## config.mk

```make
export PLATFORM = sky130hd
export DESIGN_NAME = eight_bit_timer_counter
export DESIGN_NICKNAME = d
export VERILOG_FILES = /design/src/rtl/dummy_unused_marker.v /design/src/rtl/prescaler_unit.v /design/src/rtl/eight_bit_timer_counter.v
export VERILOG_INCLUDE_DIRS = /design/src /design/src/rtl
export SDC_FILE = /design/constraint.sdc
export NUM_CORES = 1
export LEC_CHECK = 0
export ABC_AREA = 1
export BUFFER_PORTS_ARGS = -buffer_cell sky130_fd_sc_hd__buf_4
export CAP_MARGIN = 20
export CORE_MARGIN = 8
export CORE_UTILIZATION = 45
export CTS_BUF_LIST = sky130_fd_sc_hd__clkbuf_16
export DETAILED_ROUTE_END_ITERATION = 6
export GPL_ROUTABILITY_DRIVEN = 0
export PLACE_DENSITY = 0.76
export SLEW_MARGIN = 5
export SYNTH_ARGS = -nofsm -noshare
export SYNTH_HDL_FRONTEND = slang
export SYNTH_SLANG_ARGS = --single-unit
```

## constraint.sdc

```tcl
create_clock -name clk -period 2.24 [get_ports clk]
set_input_delay 0.224 -clock clk [delete_from_list [all_inputs] [get_ports clk]]
set_output_delay 0.224 -clock clk [all_outputs]
set_load 0.1 [all_outputs]
```

## src/rtl/timer_defs.vh

```
`ifndef TIMER_DEFS_VH
`define TIMER_DEFS_VH

// register indices; byte address is four times the index
`define IDX_COUNT 12'h001
`define IDX_OPTION 12'h081
`define IDX_INTCTL 12'h00B
`define IDX_STATUS 12'h040
`define IDX_CLEAR 12'h041
`define IDX_ENABLE 12'h042

// option register fields
`define OPT_SRC_BIT 5
`define OPT_EDGE_BIT 4
`define OPT_ASSIGN_BIT 3
`define OPT_RATIO_MSB 2
`define OPT_RATIO_LSB 0
`define OPTION_RESET 8'hFF

// interrupt control register fields
`define INT_ENABLE_BIT 5
`define INT_FLAG_BIT 2
`define INTCTL_RESET 8'h00

// count register reset value
`define COUNT_RESET 8'h00

// timing: oscillator periods per instruction cycle, write inhibit length
`define TOSC_PER_INSTR 4
`define WRITE_INHIBIT_CYCLES 2

`endif

```

## src/rtl/dummy_unused_marker.v

```verilog
`timescale 1ns/1ps
`default_nettype none
`default_nettype wire

```

## src/rtl/prescaler_unit.v

```verilog
`timescale 1ns/1ps
`default_nettype none

// shared 8-bit divider; output pulses once per 2^(ratio+1) source pulses
module prescaler_unit #(
    parameter WIDTH = 8
) (
    input wire clk,
    input wire reset_n,
    input wire clear,
    input wire src_pulse,
    input wire [2:0] ratio,
    output reg out_pulse
);

    reg [WIDTH-1:0] count;

    // mask of low bits that must all be ones before the divided pulse
    function [WIDTH-1:0] ratio_mask;
        input [2:0] sel;
        begin
            ratio_mask = ({WIDTH{1'b1}} >> (WIDTH - 1 - sel));
        end
    endfunction

    // counter value is internal only, never visible to software
    always @(posedge clk) begin
        if (!reset_n) begin
            count <= {WIDTH{1'b0}};
            out_pulse <= 1'b0;
        end else if (clear) begin
            count <= {WIDTH{1'b0}};
            out_pulse <= 1'b0;
        end else begin
            out_pulse <= 1'b0;
            if (src_pulse) begin
                count <= count + 1'b1;
                if ((count & ratio_mask(ratio)) == ratio_mask(ratio)) begin
                    out_pulse <= 1'b1;
                end
            end
        end
    end

endmodule

`default_nettype wire

```

## src/rtl/eight_bit_timer_counter.v

```verilog
`timescale 1ns/1ps
`default_nettype none
`include "timer_defs.vh"

module eight_bit_timer_counter #(
    parameter PRESCALE_WIDTH = 8
) (
    input wire clk,
    input wire reset_n,
    input wire hsel,
    input wire [31:0] haddr,
    input wire [1:0] htrans,
    input wire hwrite,
    input wire [2:0] hsize,
    input wire [31:0] hwdata,
    input wire hready,
    output reg [31:0] hrdata,
    output reg hreadyout,
    output reg hresp,
    input wire external_count_input,
    input wire sleep_mode,
    input wire watchdog_tick,
    input wire watchdog_clear,
    output reg watchdog_scaled_tick,
    output reg irq
);

    ////////////////////////////////////////////////////////////////////////
    // register state

    reg [7:0] count_register;
    reg [7:0] option_reg;
    reg overflow_int_enable;
    reg overflow_flag;
    reg [1:0] phase;
    reg instr_en;
    reg [1:0] inhibit_cnt;
    reg ext_s1;
    reg ext_s2;
    reg ext_s3;
    reg dp_valid;
    reg dp_write;
    reg [11:0] dp_index;

    wire count_source_select = option_reg[`OPT_SRC_BIT];
    wire source_edge_select = option_reg[`OPT_EDGE_BIT];
    wire prescaler_assign = option_reg[`OPT_ASSIGN_BIT];
    wire [2:0] prescale_ratio_select = option_reg[`OPT_RATIO_MSB:`OPT_RATIO_LSB];

    // sized copies of header constants for narrow targets
    localparam [1:0] INHIBIT_LOAD = `WRITE_INHIBIT_CYCLES;
    localparam [7:0] INTCTL_INIT = `INTCTL_RESET;

    ////////////////////////////////////////////////////////////////////////
    // bus decode

    // register index from a byte address
    function [11:0] word_index;
        input [31:0] addr;
        begin
            word_index = addr[13:2];
        end
    endfunction

    wire addr_phase = hsel && hready && htrans[1];
    wire wr_now = dp_valid && dp_write;
    wire wr_count = wr_now && (dp_index == `IDX_COUNT);
    wire wr_option = wr_now && (dp_index == `IDX_OPTION);
    wire wr_intctl = wr_now && (dp_index == `IDX_INTCTL);
    wire wr_clear = wr_now && (dp_index == `IDX_CLEAR);
    wire wr_enable = wr_now && (dp_index == `IDX_ENABLE);

    // capture address phase for the following data phase
    always @(posedge clk) begin
        if (!reset_n) begin
            dp_valid <= 1'b0;
            dp_write <= 1'b0;
            dp_index <= 12'h000;
        end else if (hready) begin
            dp_valid <= addr_phase;
            dp_write <= hwrite;
            dp_index <= word_index(haddr);
        end
    end

    // zero wait states, always OKAY
    always @(posedge clk) begin
        if (!reset_n) begin
            hreadyout <= 1'b0;
            hresp <= 1'b0;
        end else begin
            hreadyout <= 1'b1;
            hresp <= 1'b0;
        end
    end

    ////////////////////////////////////////////////////////////////////////
    // read data, registered at the address phase; unmapped reads zero

    reg [7:0] next_rdata;
    always @* begin
        next_rdata = 8'h00;
        case (word_index(haddr))
            `IDX_COUNT: next_rdata = count_register;
            `IDX_OPTION: next_rdata = option_reg;
            `IDX_INTCTL: begin
                next_rdata[`INT_ENABLE_BIT] = overflow_int_enable;
                next_rdata[`INT_FLAG_BIT] = overflow_flag;
            end
            `IDX_STATUS: next_rdata = {7'h00, overflow_flag};
            `IDX_ENABLE: next_rdata = {7'h00, overflow_int_enable};
            default: next_rdata = 8'h00;
        endcase
    end

    always @(posedge clk) begin
        if (!reset_n) begin
            hrdata <= 32'h00000000;
        end else if (addr_phase && !hwrite) begin
            hrdata <= {24'h000000, next_rdata};
        end
    end

    ////////////////////////////////////////////////////////////////////////
    // option register

    always @(posedge clk) begin
        if (!reset_n) begin
            option_reg <= `OPTION_RESET;
        end else if (wr_option) begin
            option_reg <= hwdata[7:0];
        end
    end

    ////////////////////////////////////////////////////////////////////////
    // instruction cycle enable: one pulse every four oscillator periods

    always @(posedge clk) begin
        if (!reset_n) begin
            phase <= 2'b00;
            instr_en <= 1'b0;
        end else begin
            phase <= phase + 2'b01;
            instr_en <= (phase == (`TOSC_PER_INSTR - 1));
        end
    end

    ////////////////////////////////////////////////////////////////////////
    // external input: three stages, edge taken where stages two and three differ

    always @(posedge clk) begin
        if (!reset_n) begin
            ext_s1 <= 1'b0;
            ext_s2 <= 1'b0;
            ext_s3 <= 1'b0;
        end else begin
            ext_s1 <= external_count_input;
            ext_s2 <= ext_s1;
            ext_s3 <= ext_s2;
        end
    end

    wire ext_rise = ext_s2 && !ext_s3;
    wire ext_fall = !ext_s2 && ext_s3;
    wire ext_edge = source_edge_select ? ext_fall : ext_rise;

    ////////////////////////////////////////////////////////////////////////
    // count source and shared prescaler

    // selected raw source; the timer counts nothing during sleep
    wire raw_src = sleep_mode ? 1'b0 : (count_source_select ? ext_edge : instr_en);
    wire pre_clear = prescaler_assign ? watchdog_clear : wr_count;
    wire pre_src = prescaler_assign ? watchdog_tick : raw_src;
    wire pre_out;

    prescaler_unit #(
        .WIDTH(PRESCALE_WIDTH)
    ) u_prescaler (
        .clk(clk),
        .reset_n(reset_n),
        .clear(pre_clear),
        .src_pulse(pre_src),
        .ratio(prescale_ratio_select),
        .out_pulse(pre_out)
    );

    // counter sees the prescaler output only while it owns it
    wire pre_for_counter = pre_out && !sleep_mode;
    wire count_tick = prescaler_assign ? raw_src : pre_for_counter;

    // watchdog gets the divided tick while it owns the prescaler
    always @(posedge clk) begin
        if (!reset_n) begin
            watchdog_scaled_tick <= 1'b0;
        end else begin
            watchdog_scaled_tick <= prescaler_assign ? pre_out : watchdog_tick;
        end
    end

    ////////////////////////////////////////////////////////////////////////
    // write inhibit: two instruction cycles after a count write

    always @(posedge clk) begin
        if (!reset_n) begin
            inhibit_cnt <= 2'b00;
        end else if (wr_count) begin
            inhibit_cnt <= INHIBIT_LOAD;
        end else if (instr_en && inhibit_cnt != 2'b00) begin
            inhibit_cnt <= inhibit_cnt - 2'b01;
        end
    end

    ////////////////////////////////////////////////////////////////////////
    // count register

    wire do_inc = count_tick && (inhibit_cnt == 2'b00) && !wr_count;
    wire overflow_event = do_inc && (count_register == 8'hFF);

    always @(posedge clk) begin
        if (!reset_n) begin
            count_register <= `COUNT_RESET;
        end else if (wr_count) begin
            count_register <= hwdata[7:0];
        end else if (do_inc) begin
            count_register <= count_register + 8'h01;
        end
    end

    ////////////////////////////////////////////////////////////////////////
    // overflow flag and enable; a set in the clearing cycle wins

    wire flag_clear = (wr_intctl && !hwdata[`INT_FLAG_BIT]) || (wr_clear && hwdata[0]);

    always @(posedge clk) begin
        if (!reset_n) begin
            overflow_flag <= INTCTL_INIT[`INT_FLAG_BIT];
        end else if (overflow_event) begin
            overflow_flag <= 1'b1;
        end else if (flag_clear) begin
            overflow_flag <= 1'b0;
        end
    end

    always @(posedge clk) begin
        if (!reset_n) begin
            overflow_int_enable <= INTCTL_INIT[`INT_ENABLE_BIT];
        end else if (wr_intctl) begin
            overflow_int_enable <= hwdata[`INT_ENABLE_BIT];
        end else if (wr_enable) begin
            overflow_int_enable <= hwdata[0];
        end
    end

    // level interrupt while flag and enable are both set
    always @(posedge clk) begin
        if (!reset_n) begin
            irq <= 1'b0;
        end else begin
            irq <= overflow_flag && overflow_int_enable;
        end
    end

endmodule

`default_nettype wire

```

==> reports/qor.yml <==
run_status:
  status: "finished clean"
power_and_ir_drop:
  ir_drop_v: 0.0004498
  switching_power_uw: 817.6
  p_total_mw: 2.951
  p_sw_share_pct: 27.70
  pwr-share-comb_pct: 13.9
  seqPwrFrac_pct: 37.7
  p_int_mw: 2.134
  p_per_area_nw_per_um2: 759.1
  p_leak_nw: 1.908
  pwr-share-clk_pct: 48.3
cts:
  cts_resized: 0
  cts.sinks: 60
  clkTransAtPathRegs_ns: 0.05
  cts_tree: "yes"
  hold_buffers: 0
  cts_made_buffers: 9
  clkLatencyLatePin_ns: 0.32
  clk_path_buf_depth: 2
  post_cts_buffers: 0
  clockRootBuffer: "clkbuf_16"
  cts-htree-levels: 3
sta:
  fmax_mhz: 620.0
  fin_skew_ns: 0.002931
  hold_viol_final: 0
  rsz0062_at_grt: "no"
  setup_viol: 0
  fin_crit_ns: 1.613
  worst_slack_ns: 0.6272
  period_share_pct: 72.00
  tns_ns: 0
  slew_violations: 0
logic_synthesis:
  synth_warnings: 0
  postSynthCellCount: 476
  synthDistinctLibCells: 35
  synth_area_sq_um: 3302
  synth_area_leader_cell: "dfxtp_1"
  synth_ff_type: "dfxtp_1"
  synth_most_common_cell: "nand2_1"
  synth-seq-cells: 60
  synth_area_per_cell_sq_um: 6.937
  ys_top_cells_by_area: "dfxtp_1 36%, nand2_1 12%, inv_1 6.6%"
  synth_edf_count: 0
  async_flop_share_pct: 0
  yosys-top-cells-count: "103 x nand2_1, 60 x dfxtp_1, 58 x inv_1"
  yosysSeqAreaShare_pct: 36.38
  synth_top_area_share_pct: 36.38
routing:
  first_pass_iters: 4
  drc: 0
  vias_per_cell: 5.034
  wl_um: 8007
  via_count: 3126
  post_drt_wl_per_cell_um: 12.89
  ant_nets: 0
  drtIter0Drc: 226
placed_design:
  dpl-instance-area_sq_um: 3580
  hpwl_um: 6023
  io_buffers: 40
  place_ws_ns: 0.6312
  dp.cells: 605
finish:
  fin_nets: 599
  drive_gt1_share_pct: 14.94
  syn_to_final_growth_pct: 17.73
  largest_reg_flops: 12
  diodes: 0
  layout.cells.non_filler: 621
  fin_area_sq_um: 3887
  top_register: "dp_index"
global_route:
  grt_pass1_vias: 3069
  grt_pass1_wl_um: 13810
  grt.overflow.total: 0
  antenna_found_initial: 0
  grt.total_usage_pct: 16.80
  grt_max_degree: 32
floorplan:
  fp.dieH_um: 101.7
  start_util_pct: 46.02
  rows: 31
  core_area_sq_um: 7176
  die-width_um: 101.7
  dieArea_sq_um: 10330
  ioPinCount: 114
worst_setup_path:
  slowest_delay_ns: 0.40
  worst_path_max_delay_cell: "dfxtp_1"
  worst-endpoint-arrival_ns: 1.87
  critical_path_class: "flip-flop to flip-flop"
  end_kind: "flip-flop"
  worstSetupStartpointType: "flip-flop"
  crit_chain: "ha_1 -> nand2_1 -> nor2_1 -> nand3_1 -> nor3_1 -> nand4_1 -> a21oi_1"
  cp_max_fo: 4
  critPathRequiredTime_ns: 2.50
  r2r_cells: 7
min_path:
  worstHoldPathType: "primary input to flip-flop"
  holdPathStages: 3
run:
  max_cap_violations: 0
[worst max-delay path: cells and delay by family, from the launching register on]
kind	cells	cell delay, ns
simple gates	5	0.81
flops	1	0.40
compound gates	1	0.14
fa+ha+maj	1	0.21
[worst paths after layout]
kind,from,end,slack [ns]
setup / recovery,count_register[1],overflow_flag,0.63
hold / removal,external_count_input,ext_s1,0.09
setup reg to reg,count_register[1],overflow_flag,0.63
hold reg to reg,ext_s1,ext_s2,0.42
[cell families after synthesis]
kind of cell | Yosys count | share of synthesized area, %
flops | 60 | 36.38
other cells | 1 | 0.1136
fa+ha+maj | 4 | 1.516
compound gates | 77 | 13.07
buf+inv | 100 | 15.01
xor+xnor | 7 | 1.857
simple gates | 227 | 32.06
[cells in the final DEF, fill, tap and decap left out]
cell	n
nand2_1	103
dfxtp_1	60
inv_1	59
nor2_1	47
buf_4	43
nand3_1	41
a21oi_1	38
o21ai_0	26
conb_1	25
nand4_1	16
o211ai_1	9
clkbuf_16	9
xor2_1	5
inv_2	4
nand2_2	4
ha_1	4
nor3_2	3
nor3_1	3
clkinv_2	3
nand3_4	2
xnor2_1	2
clkinv_1	2
bufinv_16	2
nand4_2	1
nor2_4	1
and3_1	1
nand3b_2	1
nor2_8	1
a21oi_2	1
nand2_4	1
nor2_2	1
o21ai_4	1
o211a_1	1
o2111ai_1	1
nor4_1	1
[layer usage]
layer | vias to the layer above | share of wire, % | wire length, um | GRT usage [%]
met5 | - | 0 | 0 | 0
met4 | 0 | 4.3 | 342 | 12.26
met3 | 28 | 7.5 | 599 | 4.467
met2 | 128 | 45 | 3608 | 26.06
met1 | 1393 | 43 | 3455 | 19.55
li1 | 1577 | - | - | -
[power groups by stage]
stage / logic (mW) / clock network (mW) / registers [mW]
finish: 0.411 / 1.43 / 1.11
global route: 0.437 / 1.50 / 1.12
CTS: 0.408 / 1.44 / 1.11
detailed placement: 0.405 / 0 / 1.13
global placement: 0.401 / 0 / 1.13
floorplan: 0.336 / 0 / 1.16
[layout make-up]
class / count / area (sq um)
fill: 675 / 3288
multi-input combinational: 340 / 1695
sequential: 60 / 1201
timing repair buffer: 43 / 322.8
inverter: 63 / 236.5
clock buffer: 9 / 225.2
tap: 99 / 123.9
clock inverter: 7 / 82.58
[stage by stage]
| stage | hold WS (ns) | utilization (%) |
|---|---|---|
| final | 0.08555 | 54.18 |
| after detailed placement | 0.4087 | 49.89 |
| after CTS | 0.07439 | 54.18 |
| after floorplan | 0.2517 | - |
| after global routing | 0.1020 | 54.18 |
| after global placement | 0.3970 | 49.89 |
Note: power is estimated with default switching activity, not from simulation.
